## config.mk

```make
export PLATFORM = sky130hd
export DESIGN_NAME = ssp_port
export DESIGN_NICKNAME = d
export VERILOG_FILES = /design/src/ssp_pkg.sv /design/src/ssp_port.sv
export SDC_FILE = /design/constraint.sdc
export NUM_CORES = 1
export LEC_CHECK = 0
export BUFFER_PORTS_ARGS = -buffer_cell sky130_fd_sc_hd__buf_2
export CORE_ASPECT_RATIO = 2
export CORE_UTILIZATION = 45
export DETAILED_ROUTE_END_ITERATION = 8
export PLACE_DENSITY = 0.67
export SETUP_SLACK_MARGIN = 0.05
export SYNTH_ARGS = -nofsm -noshare
export SYNTH_HDL_FRONTEND = slang
export SYNTH_SLANG_ARGS = --single-unit
```

## constraint.sdc

```tcl
create_clock -name core_clk -period 6.9 [get_ports core_clk]
set_input_delay 0.345 -clock core_clk [delete_from_list [all_inputs] [get_ports core_clk]]
set_output_delay 0.345 -clock core_clk [all_outputs]
set_load 0.01 [all_outputs]
```

## src/ssp_pkg.sv

```systemverilog
package ssp_pkg;

  // ----------------------------------------
  // register byte addresses
  // ----------------------------------------
  localparam logic [3:0] ADDR_CTRL0   = 4'h0;
  localparam logic [3:0] ADDR_CTRL2   = 4'h4;
  localparam logic [3:0] ADDR_DATA    = 4'h8;
  localparam logic [3:0] ADDR_STATUS  = 4'hc;
  localparam logic [3:0] ADDR_IRQ_EN  = 4'h0;
  localparam logic [3:0] ADDR_IRQ_CLR = 4'h4;
  localparam logic [1:0] PAGE_SERIAL  = 2'h0;
  localparam logic [1:0] PAGE_IRQ     = 2'h1;

  // ----------------------------------------
  // field positions
  // ----------------------------------------
  localparam int CTRL0_MODE_LSB = 5;
  localparam int CTRL0_DEB_LSB  = 2;
  localparam int CTRL0_ON_BIT   = 1;
  localparam int CTRL0_SIF_BIT  = 0;
  localparam int CTRL2_POL_BIT  = 5;
  localparam int CTRL2_EDGE_BIT = 4;
  localparam int CTRL2_ORD_BIT  = 3;
  localparam int CTRL2_SELECT_PIN_ENABLE_BIT = 2;
  localparam int CTRL2_WCOL_BIT = 1;
  localparam int CTRL2_TRF_BIT  = 0;
  localparam int IRQ_TRF_BIT    = 0;
  localparam int IRQ_SIF_BIT    = 1;

  // ----------------------------------------
  // reset values
  // ----------------------------------------
  localparam logic [2:0] MODE_RESET  = 3'h7;
  localparam logic [7:0] CTRL2_RESET = 8'h00;
  localparam logic [7:0] DATA_RESET  = 8'h00;

  // ----------------------------------------
  // timing: system clock divisors (half period minus one, in core clocks)
  // ----------------------------------------
  localparam logic [5:0] HALF_DIV4  = 6'h01;
  localparam logic [5:0] HALF_DIV16 = 6'h07;
  localparam logic [5:0] HALF_DIV64 = 6'h1f;
  localparam logic [2:0] BITS_PER_XFER = 3'h7;

  typedef enum logic [2:0] {
    SSP_M_DIV4  = 3'b000,
    SSP_M_DIV16 = 3'b001,
    SSP_M_DIV64 = 3'b010,
    SSP_M_SUB   = 3'b011,
    SSP_M_TMR   = 3'b100,
    SSP_SLAVE   = 3'b101,
    SSP_I2C     = 3'b110,
    SSP_OFF     = 3'b111
  } ssp_mode_e;

  typedef struct packed {
    logic sck;
    logic sdo;
    logic sel_n;
  } ssp_pins_s;

endpackage : ssp_pkg

```

## src/ssp_port.sv

```systemverilog
// Added by the designer: the AXI4-Lite register port and the register addresses.
module ssp_port
  import ssp_pkg::*;
(
  // clock and reset
  input  wire logic        core_clk,
  input  wire logic        reset_n,
  // axi4-lite write address / data / response
  input  wire logic [4:0]  s_axi_awaddr,
  input  wire logic        s_axi_awvalid,
  output logic             s_axi_awready,
  input  wire logic [31:0] s_axi_wdata,
  input  wire logic [3:0]  s_axi_wstrb,
  input  wire logic        s_axi_wvalid,
  output logic             s_axi_wready,
  output logic [1:0]       s_axi_bresp,
  output logic             s_axi_bvalid,
  input  wire logic        s_axi_bready,
  // axi4-lite read
  input  wire logic [4:0]  s_axi_araddr,
  input  wire logic        s_axi_arvalid,
  output logic             s_axi_arready,
  output logic [31:0]      s_axi_rdata,
  output logic [1:0]       s_axi_rresp,
  output logic             s_axi_rvalid,
  input  wire logic        s_axi_rready,
  // clock sources for master modes
  input  wire logic        sub_clk_in,
  input  wire logic        timer_period_match,
  // spi pins
  input  wire logic        sck_in,
  output logic             sck_out,
  output logic             sck_oe_n,
  input  wire logic        sdi_in,
  output logic             sdo_out,
  output logic             sdo_oe_n,
  input  wire logic        slave_select_n_in,
  output logic             slave_select_n_out,
  output logic             slave_select_n_oe_n,
  // interrupt
  output logic             irq
);

  // ----------------------------------------
  // registers
  // ----------------------------------------
  logic [2:0] serial_mode_sel;
  logic [1:0] debounce_sel;
  logic       serial_module_on;
  logic       slave_incomplete_flag;
  logic [1:0] ctrl2_spare;
  logic       clock_idle_polarity;
  logic       clock_edge_sel;
  logic       bit_order_sel;
  logic       select_pin_enable;
  logic       write_collision;
  logic       transfer_done_flag;
  logic [7:0] shift_data_reg;
  logic [1:0] irq_enable;
  logic [1:0] irq_status;
  logic       busy;

  // ----------------------------------------
  // pin synchronisers
  // ----------------------------------------
  logic [4:0] sync_a;
  logic [4:0] sync_b;
  always_ff @(posedge core_clk or negedge reset_n) begin
    if (!reset_n) begin
      // select input idles high: no false select edge after reset
      sync_a <= 5'h04;
      sync_b <= 5'h04;
    end else begin
      sync_a <= {timer_period_match, sub_clk_in, slave_select_n_in, sdi_in, sck_in};
      sync_b <= sync_a;
    end
  end
  logic sck_s, sdi_s, sel_s, sub_s, tmr_s;
  assign {tmr_s, sub_s, sel_s, sdi_s, sck_s} = sync_b;

  function automatic logic is_master(input logic [2:0] m);
    is_master = (m <= SSP_M_TMR);
  endfunction : is_master

  logic active;
  logic master_mode;
  logic slave_mode;
  assign active      = serial_module_on && (serial_mode_sel != SSP_OFF);
  assign master_mode = active && is_master(serial_mode_sel);
  assign slave_mode  = active && (serial_mode_sel == SSP_SLAVE);

  // ----------------------------------------
  // axi4-lite slave
  // ----------------------------------------
  logic [4:0] aw_addr;
  logic       aw_held;
  logic [7:0] w_byte;
  logic       w_lane;
  logic       w_held;
  logic       wr_go;
  assign wr_go = aw_held && w_held && !s_axi_bvalid;

  always_ff @(posedge core_clk or negedge reset_n) begin
    if (!reset_n) begin
      aw_held       <= 1'b0;
      aw_addr       <= 5'h00;
      s_axi_awready <= 1'b0;
    end else begin
      s_axi_awready <= !aw_held && !s_axi_awready;
      if (s_axi_awvalid && s_axi_awready) begin
        aw_held <= 1'b1;
        aw_addr <= s_axi_awaddr;
      end else if (wr_go) begin
        aw_held <= 1'b0;
      end
    end
  end

  always_ff @(posedge core_clk or negedge reset_n) begin
    if (!reset_n) begin
      w_held       <= 1'b0;
      w_byte       <= 8'h00;
      w_lane       <= 1'b0;
      s_axi_wready <= 1'b0;
    end else begin
      s_axi_wready <= !w_held && !s_axi_wready;
      if (s_axi_wvalid && s_axi_wready) begin
        w_held <= 1'b1;
        w_byte <= s_axi_wdata[7:0];
        w_lane <= s_axi_wstrb[0];
      end else if (wr_go) begin
        w_held <= 1'b0;
      end
    end
  end

  logic wr_ctrl0, wr_ctrl2, wr_data, wr_ien, wr_iclr, wr_hit;
  assign wr_ctrl0 = wr_go && w_lane && aw_addr == {1'b0, ADDR_CTRL0};
  assign wr_ctrl2 = wr_go && w_lane && aw_addr == {1'b0, ADDR_CTRL2};
  assign wr_data  = wr_go && w_lane && aw_addr == {1'b0, ADDR_DATA};
  assign wr_ien   = wr_go && w_lane && aw_addr == {1'b1, ADDR_IRQ_EN};
  assign wr_iclr  = wr_go && w_lane && aw_addr == {1'b1, ADDR_IRQ_CLR};
  assign wr_hit   = (aw_addr[4] == PAGE_SERIAL[0] && aw_addr[3:2] != 2'h3)
                 || (aw_addr[4] == PAGE_IRQ[0] && aw_addr[3] == 1'b0);

  always_ff @(posedge core_clk or negedge reset_n) begin
    if (!reset_n) begin
      s_axi_bvalid <= 1'b0;
      s_axi_bresp  <= 2'h0;
    end else if (wr_go) begin
      s_axi_bvalid <= 1'b1;
      s_axi_bresp  <= wr_hit ? 2'h0 : 2'h2;
    end else if (s_axi_bready) begin
      s_axi_bvalid <= 1'b0;
    end
  end

  logic [7:0] ctrl0_view, ctrl2_view;
  assign ctrl0_view = {serial_mode_sel, 1'b0, debounce_sel, serial_module_on,
                       slave_incomplete_flag};
  assign ctrl2_view = {ctrl2_spare, clock_idle_polarity, clock_edge_sel, bit_order_sel,
                       select_pin_enable, write_collision, transfer_done_flag};

  always_ff @(posedge core_clk or negedge reset_n) begin
    if (!reset_n) begin
      s_axi_arready <= 1'b0;
      s_axi_rvalid  <= 1'b0;
      s_axi_rdata   <= 32'h0;
      s_axi_rresp   <= 2'h0;
    end else begin
      s_axi_arready <= !s_axi_rvalid && !s_axi_arready;
      if (s_axi_arvalid && s_axi_arready) begin
        s_axi_rvalid <= 1'b1;
        s_axi_rresp  <= 2'h0;
        case (s_axi_araddr)
          {1'b0, ADDR_CTRL0}:   s_axi_rdata <= {24'h0, ctrl0_view};
          {1'b0, ADDR_CTRL2}:   s_axi_rdata <= {24'h0, ctrl2_view};
          {1'b0, ADDR_DATA}:    s_axi_rdata <= {24'h0, shift_data_reg};
          {1'b1, ADDR_IRQ_EN}:  s_axi_rdata <= {30'h0, irq_enable};
          {1'b1, ADDR_IRQ_CLR}: s_axi_rdata <= 32'h0;
          {1'b0, ADDR_STATUS}:  s_axi_rdata <= {30'h0, irq_status};
          default: begin
            s_axi_rdata <= 32'h0;
            s_axi_rresp <= 2'h2;
          end
        endcase
      end else if (s_axi_rvalid && s_axi_rready) begin
        s_axi_rvalid <= 1'b0;
      end
    end
  end

  // ----------------------------------------
  // master bit clock
  // ----------------------------------------
  logic [5:0] div_cnt;
  logic       src_q;
  logic       tmr_pq;
  logic       tick;
  logic       src_edge;
  always_ff @(posedge core_clk or negedge reset_n) begin
    if (!reset_n) begin
      src_q  <= 1'b0;
      tmr_pq <= 1'b0;
    end else begin
      src_q  <= sub_s;
      tmr_pq <= tmr_s;
    end
  end

  logic [5:0] half_lim;
  always_comb begin
    half_lim = HALF_DIV64;
    src_edge = 1'b0;
    case (serial_mode_sel)
      SSP_M_DIV4:  half_lim = HALF_DIV4;
      SSP_M_DIV16: half_lim = HALF_DIV16;
      SSP_M_DIV64: half_lim = HALF_DIV64;
      SSP_M_SUB:   src_edge = sub_s != src_q;
      SSP_M_TMR:   src_edge = tmr_s && !tmr_pq;
      default:     src_edge = 1'b0;
    endcase
  end
  assign tick = is_master(serial_mode_sel)
              ? (serial_mode_sel <= SSP_M_DIV64 ? div_cnt == half_lim : src_edge)
              : 1'b0;

  always_ff @(posedge core_clk or negedge reset_n) begin
    if (!reset_n) div_cnt <= 6'h00;
    else if (tick || !busy) div_cnt <= 6'h00;
    else div_cnt <= div_cnt + 6'h01;
  end

  // ----------------------------------------
  // shifter
  // ----------------------------------------
  logic       phase;
  logic [2:0] bit_cnt;
  logic [7:0] shifter;
  logic       out_bit;
  logic       sck_pq;
  logic       sck_rise, sck_fall, cap_edge, drv_edge;
  logic       sel_pq;
  logic       done_ev, inc_ev;
  logic       sel_ok;
  assign sel_ok   = !select_pin_enable || !sel_s;
  assign sck_rise = sck_s && !sck_pq;
  assign sck_fall = !sck_s && sck_pq;
  assign cap_edge = clock_edge_sel ? sck_fall : sck_rise;
  assign drv_edge = clock_edge_sel ? sck_rise : sck_fall;
  logic [7:0] shifted;
  logic       m_cap;
  assign shifted = bit_order_sel ? {shifter[6:0], sdi_s} : {sdi_s, shifter[7:1]};
  // master captures on the selected edge whatever the idle level
  assign m_cap   = sck_out == clock_edge_sel;

  always_ff @(posedge core_clk or negedge reset_n) begin
    if (!reset_n) begin
      sck_pq <= 1'b0;
      sel_pq <= 1'b1;
    end else begin
      sck_pq <= sck_s;
      sel_pq <= sel_s;
    end
  end

  always_ff @(posedge core_clk or negedge reset_n) begin
    if (!reset_n) begin
      busy    <= 1'b0;
      phase   <= 1'b0;
      bit_cnt <= 3'h0;
      shifter <= DATA_RESET;
      out_bit <= 1'b0;
      sck_out <= 1'b0;
      done_ev <= 1'b0;
      inc_ev  <= 1'b0;
      shift_data_reg <= DATA_RESET;
    end else begin
      done_ev <= 1'b0;
      inc_ev  <= 1'b0;
      if (!active) begin
        busy    <= 1'b0;
        sck_out <= clock_idle_polarity;
      end else if (wr_data && busy) begin
        shift_data_reg <= shift_data_reg; // write collision, data ignored
      end else if (wr_data) begin
        shift_data_reg <= w_byte;
        shifter <= w_byte;
        out_bit <= bit_order_sel ? w_byte[7] : w_byte[0];
        bit_cnt <= 3'h0;
        phase   <= 1'b0;
        busy    <= master_mode;
      end else if (master_mode && busy && tick) begin
        phase   <= !phase;
        sck_out <= !sck_out;
        if (m_cap) shifter <= shifted;
        else out_bit <= bit_order_sel ? shifter[7] : shifter[0];
        if (phase) begin
          bit_cnt <= bit_cnt + 3'h1;
          if (bit_cnt == BITS_PER_XFER) begin
            busy <= 1'b0;
            done_ev <= 1'b1;
            shift_data_reg <= m_cap ? shifted : shifter;
          end
        end
      end else if (master_mode) begin
        if (!busy) sck_out <= clock_idle_polarity;
      end else if (slave_mode && sel_ok) begin
        if (cap_edge) begin
          shifter <= shifted;
          bit_cnt <= bit_cnt + 3'h1;
          busy    <= 1'b1;
          if (bit_cnt == BITS_PER_XFER) begin
            busy <= 1'b0;
            done_ev <= 1'b1;
            shift_data_reg <= shifted;
          end
        end else if (drv_edge) begin
          out_bit <= bit_order_sel ? shifter[7] : shifter[0];
        end
      end else if (slave_mode && select_pin_enable && sel_s && !sel_pq) begin
        if (busy) inc_ev <= 1'b1;
        busy    <= 1'b0;
        bit_cnt <= 3'h0;
      end
    end
  end

  // ----------------------------------------
  // control registers and flags
  // ----------------------------------------
  always_ff @(posedge core_clk or negedge reset_n) begin
    if (!reset_n) begin
      serial_mode_sel     <= MODE_RESET;
      debounce_sel        <= 2'h0;
      serial_module_on    <= 1'b0;
      ctrl2_spare         <= CTRL2_RESET[7:6];
      clock_idle_polarity <= CTRL2_RESET[CTRL2_POL_BIT];
      clock_edge_sel      <= CTRL2_RESET[CTRL2_EDGE_BIT];
      bit_order_sel       <= CTRL2_RESET[CTRL2_ORD_BIT];
      select_pin_enable   <= CTRL2_RESET[CTRL2_SELECT_PIN_ENABLE_BIT];
    end else begin
      if (wr_ctrl0) begin // a ctrl0 write also rewrites mode, debounce and the on bit
        serial_mode_sel  <= w_byte[CTRL0_MODE_LSB +: 3];
        debounce_sel     <= w_byte[CTRL0_DEB_LSB +: 2];
        serial_module_on <= w_byte[CTRL0_ON_BIT];
      end
      if (wr_ctrl2) begin
        ctrl2_spare         <= w_byte[7:6];
        clock_idle_polarity <= w_byte[CTRL2_POL_BIT];
        clock_edge_sel      <= w_byte[CTRL2_EDGE_BIT];
        bit_order_sel       <= w_byte[CTRL2_ORD_BIT];
        select_pin_enable   <= w_byte[CTRL2_SELECT_PIN_ENABLE_BIT];
      end
    end
  end

  always_ff @(posedge core_clk or negedge reset_n) begin
    if (!reset_n) begin
      slave_incomplete_flag <= 1'b0;
      transfer_done_flag    <= 1'b0;
      write_collision       <= 1'b0;
    end else begin
      if (inc_ev && slave_mode) slave_incomplete_flag <= 1'b1;
      else if (wr_ctrl0) slave_incomplete_flag <= w_byte[CTRL0_SIF_BIT];
      if (done_ev || (inc_ev && slave_mode)) transfer_done_flag <= 1'b1;
      else if (wr_ctrl2) transfer_done_flag <= w_byte[CTRL2_TRF_BIT];
      if (wr_data && busy && active) write_collision <= 1'b1;
      else if (wr_ctrl2) write_collision <= w_byte[CTRL2_WCOL_BIT];
    end
  end

  // ----------------------------------------
  // interrupt
  // ----------------------------------------
  always_ff @(posedge core_clk or negedge reset_n) begin
    if (!reset_n) begin
      irq_status <= 2'h0;
      irq_enable <= 2'h0;
      irq        <= 1'b0;
    end else begin
      if (wr_ien) irq_enable <= w_byte[1:0];
      irq_status[IRQ_TRF_BIT] <= done_ev || (inc_ev && slave_mode)
        || (irq_status[IRQ_TRF_BIT] && !(wr_iclr && w_byte[IRQ_TRF_BIT]));
      irq_status[IRQ_SIF_BIT] <= (inc_ev && slave_mode)
        || (irq_status[IRQ_SIF_BIT] && !(wr_iclr && w_byte[IRQ_SIF_BIT]));
      irq <= |(irq_status & irq_enable);
    end
  end

  // ----------------------------------------
  // pin drivers
  // ----------------------------------------
  always_ff @(posedge core_clk or negedge reset_n) begin
    if (!reset_n) begin
      sck_oe_n            <= 1'b1;
      sdo_out             <= 1'b0;
      sdo_oe_n            <= 1'b1;
      slave_select_n_out  <= 1'b1;
      slave_select_n_oe_n <= 1'b1;
    end else begin
      sck_oe_n <= !master_mode;
      sdo_out  <= out_bit;
      // slave releases data line while unselected
      sdo_oe_n <= !(master_mode || (slave_mode && sel_ok));
      slave_select_n_out  <= !busy;
      slave_select_n_oe_n <= !(master_mode && select_pin_enable);
    end
  end

endmodule : ssp_port

```

# --- Yosys cells after proc, flatten, opt, wreduce, memory -nomap -nowiden ---
# Index checks and enable logic that the tools add are counted.
# Widths: inputs -> output; s select.
word_totals:
  input_bits: 58
  reg_bits: 127
  wordCells: 269
  out_inout_bits: 48
op_classes:
  n_reduce_logical: 90
  order_cmp: 2
  add_sub_neg: 2
  muxes: 90
  n_eq_ne: 33
  n_bitwise: 4
op_table:
  columns: ["operator", "count"]
  rows:
  - ["$mux 8", 15]
  - ["$mux 1", 62]
  - ["$pmux 8 s5", 1]
  - ["$logic_and 1x1->1", 37]
  - ["$logic_not 1->1", 21]
  - ["$mux 3", 7]
  - ["$eq 5x5->1 const B", 4]
  - ["$reduce_bool 2->1", 9]
  - ["$eq 5x4->1 const B", 3]
  - ["$reduce_and 7->1", 2]
  - ["$reduce_and 6->1", 2]
  - ["$eq 5x3->1 const B", 2]
  - ["$logic_not 5->1", 2]
  - ["$pmux 5 s2", 1]
  - ["$eq 3x3->1 const B", 3]
  - ["$ne 3x3->1 const B", 3]
  - ["$reduce_bool 3->1", 3]
  - ["$ne 4x4->1 const B", 2]
  - ["$logic_or 1x1->1", 7]
  - ["$add 6x1->6 const B", 1]
  - ["$eq 6x6->1", 1]
  - ["$mux 6", 1]
  - ["$ne 2x2->1 const B", 3]
  - ["$ne 3x1->1 const B", 2]
  - ["23 further kinds", 27]

# --- Logic depth before layout (Yosys ltp) ---
# Gate-level depths: netlist of run 1.
logic_depth:
  word_depth: 13
  ltp_mapped: 9

# --- Worst setup path after synthesis of run 1 ---
# Ideal clock, no wire load.
synth_timing:
  path_type: "register to register"
  start: "register serial_mode_sel[0]"
  end: "register shift_data_reg[0]"
  synth_period_minus_slack_ns: 2.303
  path_slack_ns: 4.597
  t_arrival_ns: 2.178
  n_path_buf: 1
  path_stages_with_launch: 8
  setup_time_ns: 0.125
  cell_sequence: "dfstp_2 -> clkbuf_1 -> nand4b_1 -> a21oi_1 -> a31o_2 -> a21oi_4 -> a211oi_4 -> mux2_4"
synth_via:
  elab_chain_len: 8
  word_cells_on_any_way: 26
synth_lines:
  columns: ["item", "line", "text"]
  rows:
  - ["start: declaration", "ssp_port.sv:47", "logic [2:0] serial_mode_sel;"]
  - ["start signal: assignment", "ssp_port.sv:344", "serial_mode_sel <= w_byte[CTRL0_MODE_LSB +: 3];"]
  - ["$eq 3x1->1 / $logic_not 3->1 (equally long branches)", "ssp_port.sv:215", "case (serial_mode_sel)"]
  - ["$pmux 5 s2", "ssp_port.sv:215", null]
  - ["$eq 6x6->1", "ssp_port.sv:225", "? (serial_mode_sel <= SSP_M_DIV64 ? div_cnt == half_lim : src_edge)"]
  - ["$mux 1 (2 in a row)", "ssp_port.sv:225", null]
  - ["$logic_and 1x1->1", "ssp_port.sv:293", "end else if (master_mode && busy && tick) begin"]
  - ["$ne 3x3->1 (no line), or another cell as far along", null, null]
  - ["$reduce_and 7->1 (no line) / $mux 8 (equally long branches)", null, null]
  - ["end signal: assignment", "ssp_port.sv:287", "shift_data_reg <= w_byte;"]
  - ["end signal: assignment", "ssp_port.sv:303", "shift_data_reg <= m_cap ? shifted : shifter;"]
  - ["end signal: assignment", "ssp_port.sv:316", "shift_data_reg <= shifted;"]
  - ["end: declaration", "ssp_port.sv:58", "logic [7:0] shift_data_reg;"]
# Parallel ways exist; a longest one is shown, timed or not.
# A chain may end at the register's enable or synchronous reset.

# --- Final worst setup path of run 1 ---
# Ends and elaborated chain as after synthesis.

==> metrics, run 1 <==
Synth Instances=~440; Fin Setup TNS=0 ns; worst-path maximum fanout=14; Worst Setup Start Kind=register; worst setup margin=around 4.0 ns; antenna violations before repair=0; multi-input logic area=2100 um^2; Clock Sinks=101; clock tree buffer depth=2; GP Congestion=between 0.9 and 1; via count=roughly 3500; critical-path cell list=or4b_4 > a32oi_2 > nand3_1 > o31ai_1 > a211oi_4 > mux2_4; gr usage total=0.217; first-pass GRT wire length=roughly 18000 um; routed length per instance=between 15 and 20 um; RSZ-0062 raised after global routing=false; Die ar.=approximately 11000 um^2; CTS tree=done; Finished Cell Area=between 5000 and 6000 um^2; most frequent cells in the layout=dfrtp_1, buf_2, nand2_1; CP Class=register to register; fill cell count=990; Synth Register Bits=101; Synth Warn #=0; dpl cell area=between 5000 and 6000 um^2; sequential share of the synthesized area=0.523; DRT iter0 DRCs=160; Starting Density=0.464; Detail Route Antenna Nets=0; Netlist Area Pre-Place=4860 um^2; Final Skew=~0.0093 ns; Final Max Tran Viols=0; CP arrival=3.10 ns; Final min period=2.87 ns; Fin. Hold Viols=0; Clk pin slew, worst setup/hold paths=roughly 0.070 ns; final setup fails=0; Hold/Removal Path Class=primary input to register; vias in the first global route=3578; largest net degree at the start of global routing=73; post-DP HPWL=8240 um; PortBufs=between 50 and 60; row count=53; Chip Height=~150 um; CTS H-tree lvls=3; Fmax=between 0.3 and 0.4 GHz; core area=about 10000 um^2; Worst EP required=just over 7 ns; IO Pins=approximately 110; commonest non-fill, non-tap cell in the layout=dfrtp_1; Synth Flop Type=dfrtp_1; count of cell types in the netlist=a little under 60; asr flop ratio synth=1.00; Pre-antenna DRT Iters=6; peak supply drop=between 0.00015 and 0.0002 V; Max Cap Violations=0; drt drc=0; total CTS buffers=9; final core utilization=0.521; pwr dens=329 nW/um^2; nature of the critical path endpoint=register; root buf cell=clkbuf_16; GRT overflow=0; Tcrit/Tclk final=0.416; Relative slew margins=0.344; Critical Path Max Stage Delay=between 0.5 and 0.6 ns; chip width=approximately 75 um; slew at the pin closest to its max-slew limit=between 0.9 and 1 ns; leakage=0.00247 uW; fin nets=around 550; worst skew pair latency=approximately 0.34 ns; CP max stage cell=or4b_4; Avg Vias per Cell=between 5 and 6; Syn Area/Cell=around 11 um^2; antenna cell count=0; status=complete, no violations; layout cells sized above 1=0.261; area grow syn2layout=12.4%; final WL=around 11000 um; register area=around 2500 um^2; number of synthesized flops with an enable pin=0; Place WS=a little over 4 ns
[synthesized netlist by cell type (2+ instances only)]
cell | count | area share
nor2_1 | 23 | 0.018
ha_1 | 3 | 0.0077
a211oi_1 | 9 | 0.014
or4b_1 | 2 | 0.0041
xor2_1 | 4 | 0.0072
o21ai_0 | 34 | 0.035
buf_2 | 2 | 0.0021
o31ai_1 | 5 | 0.0077
and3_1 | 4 | 0.0051
nand2b_1 | 5 | 0.0064
inv_1 | 14 | 0.011
nor3b_1 | 4 | 0.0062
buf_4 | 26 | 0.040
xnor2_1 | 2 | 0.0036
or4_1 | 9 | 0.014
a21oi_1 | 10 | 0.010
mux2_2 | 34 | 0.079
a21o_1 | 2 | 0.0031
nand3_1 | 11 | 0.011
nor2b_1 | 5 | 0.0064
nand2_1 | 37 | 0.029
clkbuf_1 | 15 | 0.012
dfrtp_1 | 91 | 0.47
nand4_1 | 3 | 0.0039
o311ai_0 | 2 | 0.0036
and2_1 | 3 | 0.0039
o221ai_1 | 6 | 0.011
mux2i_1 | 23 | 0.047
nor3_1 | 4 | 0.0041
a222oi_1 | 5 | 0.010
dfstp_2 | 10 | 0.054
mux2_4 | 2 | 0.0062
[layout make-up]
type	count	area share
sequential	101	0.465
clock buffer	10	0.0437
multi-input combinational	303	0.385
tap	137	0.0314
timing repair buffer	56	0.0540
inverter	14	0.00962
clock inverter	6	0.0112
[per-stage QoR]
step / hold slack (ns) / std cells / power [uW]
after floorplan: 0.0494 / 461 / 1150
after global placement: 0.284 / 610 / 1280
after detailed placement: 0.295 / 610 / 1300
after CTS: 0.0859 / 627 / 1810
after global routing: 0.0876 / 627 / 1890
final: 0.0951 / 627 / 1800
[where the power goes]
| group | switching, uW | internal (uW) |
|---|---|---|
| clock network | 220 | 290 |
| logic | 201 | 185 |
| registers | 172 | 729 |
| total | 594 | 1200 |
[cells by family (layout without fill, tap and decap cells)]
| group | count (synthesis) | in the layout | synth area share |
|---|---|---|---|
| other | 1 | 26 | 0.000772 |
| AO/OA/AOI/OAI | 86 | 86 | 0.123 |
| adder cells (fa/ha/maj) | 3 | 3 | 0.00772 |
| buffers and inverters | 57 | 86 | 0.0646 |
| XOR/XNOR | 6 | 6 | 0.0108 |
| AND/OR/NAND/NOR | 122 | 122 | 0.134 |
| multiplexers | 60 | 60 | 0.137 |
| flip-flops | 101 | 101 | 0.523 |
[final timing paths]
path                               startpoint  cells after the start           endpoint  slack [ns]
setup / recovery           serial_mode_sel[0]                      6  shift_data_reg[0]        4.03
min in group asynchronous             reset_n                      2         bit_cnt[0]        0.45
max in group asynchronous             reset_n                      3             w_lane        5.23
setup reg to reg           serial_mode_sel[0]                      6  shift_data_reg[0]        4.03
hold reg to reg                     sync_a[3]                      0          sync_b[3]        0.35
hold / removal              slave_select_n_in                      1          sync_a[2]         0.1
[layer usage]
layer,wire length [um],vias to the layer above,share of wire,track usage
met5,0,-,0,0
met4,402,0,0.036,0.106
met3,323,20,0.029,0.0324
met2,6380,101,0.58,0.400
met1,3950,1727,0.36,0.228
li1,-,1628,-,-
[what timing repair did]
| item | 4_1_cts | 5_1_grt |
|---|---|---|
| hold buffers | 1 | 0 |
| buffers inserted | 0 | 0 |
| endpoints found under the hold margin | 26 | 0 |
| gates resized for setup | 0 | 0 |
| setup endpoints to repair | 0 | 0 |
[critical path: cells and delay by family, from the launching register on]
family | cells | cell delay [ns]
compound gates | 3 | 0.97
flops | 1 | 0.45
mux | 1 | 0.35
simple gates | 2 | 0.99
No activity file was read; power rests on OpenSTA's default activity.
==> run 2: changes to the inputs <==
--- a/config.mk
+++ b/config.mk
@@ -9,7 +9,7 @@
 export CORE_ASPECT_RATIO = 2
 export CORE_UTILIZATION = 45
 export DETAILED_ROUTE_END_ITERATION = 8
-export PLACE_DENSITY = 0.67
+export PLACE_DENSITY = 0.7
 export SETUP_SLACK_MARGIN = 0.05
 export SYNTH_ARGS = -nofsm -noshare
 export SYNTH_HDL_FRONTEND = slang
==> constraint.sdc (replaced) <==
create_clock -name core_clk -period 2.5 [get_ports core_clk]
set_input_delay 0.125 -clock core_clk [delete_from_list [all_inputs] [get_ports core_clk]]
set_output_delay 0.125 -clock core_clk [all_outputs]
set_load 0.01 [all_outputs]
==> run 2 against run 1 <==
Clock skew fell by 0.00055 ns; sequential power rose to 2.7 times the previous value; final cell count rose by 6.1%; fmax rose by 22%; combinational power rose to 3.6 times the previous value; critical endpoint is now shift_data_reg[1].
==> metrics, run 2 (synthesis gave the netlist of run 1 again) <==
Hold EP=w_byte[3]; clock tree buffer depth=2; Hold/Removal Path Class=primary input to register; Worst Hold Depth=2; worst-path maximum fanout=5; nature of the critical path endpoint=register; Worst Setup Start Kind=register; Fin Setup TNS=0 ns; Internal Dissipation=3590 uW; final WL=around 12000 um; worst skew pair latency=0.35 ns; leakage=0.00268 uW; core area=approximately 10000 um^2; FF-to-FF path depth=7; slew at the pin closest to its max-slew limit=between 0.5 and 0.6 ns; routed length per instance=17.6 um; Worst EP required=roughly 2.8 ns; Fin. Hold Viols=0; Final min period=around 2.4 ns; RR Endpoint=shift_data_reg[1]; GRT overflow=0; GP Congestion=approximately 0.98; CTS H-tree lvls=3; chip width=~75 um; Final Skew=approximately 0.009 ns; largest net degree at the start of global routing=102; CP Class=register to register; Sw Ratio=0.320; Detail Route Antenna Nets=0; peak supply drop=0.000617 V; commonest non-fill, non-tap cell in the layout=dfrtp_1; pwr dens=901 nW/um^2; worst r2r src=serial_mode_sel[0]; status=complete, no violations; Final Max Tran Viols=0; Pre-antenna DRT Iters=6; via count=about 3700; dpl cells=approximately 640; Max Cap Violations=0; root buf cell=clkbuf_16; total CTS buffers=9; Tcrit/Tclk final=0.944; IO Pins=between 100 and 150; Clock power frac=0.279; fin nets=585; Die ar.=~11000 um^2; dpl cell area=between 5000 and 6000 um^2; Finished Cell Area=5860 um^2; PortBufs=52; post-DP HPWL=approximately 8700 um; antenna violations before repair=0; logic gate share of total power=0.266; CTS tree=done; most frequent cells in the layout=dfrtp_1, buf_2, nand2_1; hold_sp=s_axi_wdata[3]; row count=53; DRT iter0 DRCs=207; drt drc=0; gr usage total=0.225; flop2flop setup slack=about 0.14 ns; Chip Height=around 150 um; first-pass GRT wire length=approximately 18000 um; total power=about 5300 uW; CP arrival=~2.6 ns; Fmax=between 0.4 and 0.5 GHz; final setup fails=0; Relative slew margins=0.608; Starting Density=0.464; Seq pwr share=0.456; Switch Pwr=between 1500 and 2000 uW; antenna cell count=0; final std cells w/o fill=between 600 and 700; Clock Sinks=about 100; area grow syn2layout=20.7%; Avg Vias per Cell=between 5 and 6; RSZ-0062 raised after global routing=false; Clk pin slew, worst setup/hold paths=~0.07 ns; layout cells sized above 1=0.309; vias in the first global route=roughly 3700
run 2: changes by cell type in the layout (fill, tap and decap cells not counted), moves of 2 or more:
cell	delta
mux2_2	-2
clkinv_2	-2
mux2_4	+2
buf_4	+28
o311ai_0	-2
buf_12	+2
buf_6	+2
dlygate4sd3_1	+7
run 2: worst max path at each step:
stage,startpoint,end,slack (ns),cells after the start
floorplan,serial_mode_sel[0],shift_data_reg[0],0.20,7
global placement,serial_mode_sel[0],shifter[7],0.16,8
detailed placement,serial_mode_sel[0],shift_data_reg[5],0.1,10
global route,serial_mode_sel[0],shift_data_reg[2],0.05,7
CTS,serial_mode_sel[0],shift_data_reg[6],0.06,10
finish,serial_mode_sel[0],shift_data_reg[1],0.14,7
run 2: repair_timing:
item                                   in CTS  in global routing
endpoints found under the hold margin      98                  0
resized for setup                           0                 14
setup buffers                               0                  4
hold buffers                                8                  0
setup endpoints to repair                   0                 12
run 2: cell type report:
| type | count | area (um^2) |
|---|---|---|
| fill | 958 | 4610 |
| sequential | 101 | 2540 |
| multi-input combinational | 303 | 2150 |
| timing repair buffer | 95 | 638 |
| clock buffer | 11 | 243 |
| tap | 137 | 171 |
| clock inverter | 4 | 72.6 |
| inverter | 14 | 52.6 |
run 2: metal layers:
metal  routed length (um)  global-route usage  part of all wire  vias up
met4                  593               0.142             0.051        0
li1                     -                   -                 -     1714
met3                  312              0.0405             0.027       32
met2                 6800               0.418              0.58      103
met1                 4000               0.214              0.34     1808
met5                    0                   0                 0        -
run 2: metrics by stage:
| step | hold slack, ns | utilization | worst slack (ns) |
|---|---|---|---|
| 6_report | 0.00606 | 0.560 | 0.140 |
| 5_1_grt | 0.00103 | 0.560 | 0.0530 |
| 4_1_cts | 0.00154 | 0.552 | 0.0638 |
| 3_5_place_dp | 0.227 | 0.514 | 0.0961 |
| 3_3_place_gp | 0.219 | 0.514 | 0.157 |
| 2_1_floorplan | -0.171 | - | 0.197 |
run 2: power by group through the flow:
stage	clock network [uW]	registers [uW]	logic [uW]
floorplan	0	2280	885
global placement	0	2410	1290
detailed placement	0	2440	1320
CTS	1510	2410	1340
global route	1560	2460	1540
finish	1470	2410	1400
run 2: worst max-delay path, stage by stage (launching register included):
cell and delay [ns]:
dfstp_2 0.39, or4b_4 0.54, a32oi_4 0.25, and3_4 0.26
a21oi_4 0.09, a211oi_4 0.37, buf_4 0.20, mux2i_1 0.19
==> run 3: changes to the inputs <==
--- a/config.mk
+++ b/config.mk
@@ -5,11 +5,11 @@
 export SDC_FILE = /design/constraint.sdc
 export NUM_CORES = 1
 export LEC_CHECK = 0
-export BUFFER_PORTS_ARGS = -buffer_cell sky130_fd_sc_hd__buf_2
 export CORE_ASPECT_RATIO = 2
 export CORE_UTILIZATION = 45
 export DETAILED_ROUTE_END_ITERATION = 8
-export PLACE_DENSITY = 0.7
+export DONT_BUFFER_PORTS = 1
+export PLACE_DENSITY = 0.61
 export SETUP_SLACK_MARGIN = 0.05
 export SYNTH_ARGS = -nofsm -noshare
 export SYNTH_HDL_FRONTEND = slang
==> run 3 against run 2 <==
The flow now finishes with violations (negative hold slack); sequential share of layout area rose by 0.83 points; register-to-register slack got worse by 0.03 ns; wire length rose by 0.32%; highest routed layer unchanged; global-route usage fell by 0.30 points; clock-buffer cell count rose by 1; first-iteration DRC count rose by 12%; cell area fell by 1.9%.
==> metrics, run 3 (synthesis gave the netlist of run 1 again) <==
total power=approximately 5000 uW; first-pass GRT wire length=18100 um; worst setup margin=roughly 0.11 ns; post-DP HPWL=8460 um; Final Max Tran Viols=0; Fin. Hold Viols=between 100 and 150; core area=approximately 10000 um^2; worst skew pair latency=between 0.3 and 0.4 ns; final WL=about 12000 um; CTS tree=done; nature of the critical path endpoint=register; row count=53; Pre-antenna DRT Iters=4; CTS H-tree lvls=3; largest net degree at the start of global routing=~100; Die ar.=11200 um^2; final std cells w/o fill=about 630; worst-path maximum fanout=8; commonest non-fill, non-tap cell in the layout=dfrtp_1; most frequent cells in the layout=dfrtp_1, nand2_1, mux2_2; Fin Setup TNS=0 ns; routed length per instance=approximately 19 um; IO Pins=106; Tcrit/Tclk final=0.956; chip width=75.5 um; via count=3536; Hold/Removal Path Class=primary input to asynchronous set/reset pin; flop2flop setup slack=roughly 0.11 ns; multi-input logic area=2220 um^2; hold_ws=-0.534 ns; Place WS=about 0.049 ns; antenna violations before repair=0; Worst Setup Start Kind=register; DRT iter0 DRCs=about 230; fin nets=547; register area=approximately 2500 um^2; slew at the pin closest to its max-slew limit=between 0.6 and 0.7 ns; Final min period=roughly 2.4 ns; CP max stage cell=or4b_4; GRT overflow=0; critical-path cell list=or4b_4 > a32oi_2 > buf_4 > and3_4 > nand3_2 > a21oi_2 > buf_6 > mux2_2; fill cell count=around 950; worst r2r src=serial_mode_sel[0]; CP Class=register to register; Clk pin slew, worst setup/hold paths=0.07 ns; leakage=~0.0025 uW; clock tree buffer depth=2; failing checks=negative hold slack; antenna cell count=0; RR Endpoint=bit_cnt[2]; area grow syn2layout=18.4%; dpl cells=between 500 and 600; root buf cell=clkbuf_16; status=finished, violations left; layout cells sized above 1=0.242; total CTS buffers=9; GP Congestion=~0.95; Final Skew=0.0119 ns; Critical path origin=serial_mode_sel[0]; PortBufs=0; final setup fails=0; Chip Height=around 150 um; vias in the first global route=3530; Avg Vias per Cell=5.63; peak supply drop=0.000439 V; Worst EP required=between 2 and 3 ns; RSZ-0062 raised after global routing=true; FF-to-FF path depth=8; gr usage total=0.222; drt drc=0; Max Cap Violations=0; Detail Route Antenna Nets=0; Critical Path Max Stage Delay=about 0.55 ns; hold buffer count at CTS=23; Relative slew margins=0.577; CP Capture Point=bit_cnt[2]; Starting Density=0.464; Clock Sinks=~100; Fmax=~0.42 GHz; pwr dens=around 870 nW/um^2; CP arrival=~2.6 ns
-- run 3: cell count changes in the layout (fill, tap and decap cells not counted), sizes merged --
cell | previous run | this run
clkbuf | 11 | 13
dlygate4sd3 | 8 | 23
clkinvlp | 1 | 0
clkinv | 1 | 3
inv | 14 | 15
buf | 87 | 33
bufinv | 2 | 0
-- run 3: worst min path at each step --
stage                 start    endpoint  slack (ns)  cells past startpoint
floorplan           reset_n  aw_addr[0]       -0.17                      0
global placement    reset_n  bit_cnt[1]       -0.17                      0
detailed placement  reset_n  bit_cnt[1]       -0.17                      0
CTS                 reset_n   w_byte[0]       -0.54                      0
global route        reset_n   w_byte[0]       -0.55                      0
finish              reset_n        busy       -0.53                      0
-- run 3: per-layer routing --
metal | global-route usage | wire [um]
met1 | 0.230 | 4050
met2 | 0.412 | 6800
met3 | 0.0419 | 482
met4 | 0.100 | 403
met5 | 0 | 0
-- run 3: what timing repair did --
item / CTS / global route
setup buffers: 1 / 4
hold endpoints to repair: 123 / 101
pin swaps: 1 / 8
gates resized for setup: 0 / 33
endpoints found under the setup margin: 2 / 19
-- run 3: final cells by class --
class                           count  area share
Timing Repair Buffer               57      0.0870
Clock buffer                       12      0.0428
Clock inverter                      4     0.00413
Inverter                           14     0.00913
Sequential cell                   101       0.441
Tap cell                          137      0.0298
Multi-Input combinational cell    303       0.386
-- run 3: power breakdown --
| part | leakage, uW | switching [uW] | internal, uW | total [uW] |
|---|---|---|---|---|
| combinational | 0.00108 | 604 | 632 | 1240 |
| clock | 0.000137 | 595 | 702 | 1300 |
| sequential | 0.00130 | 470 | 2010 | 2480 |
| total | 0.00252 | 1670 | 3350 | 5020 |
-- run 3: metrics by stage --
step                utilization  cell area (um^2)
floorplan                     -              4950
global placement          0.486              5090
detailed placement        0.486              5090
CTS                       0.535              5600
global route              0.549              5750
finish                    0.549              5750
-- run 3: critical path, delay by kind of cell (launching register included) --
kind	cells	cell delay [ns]
flops	1	0.41
buf+inv	2	0.29
mux	1	0.32
simple gates	3	0.84
compound gates	2	0.42
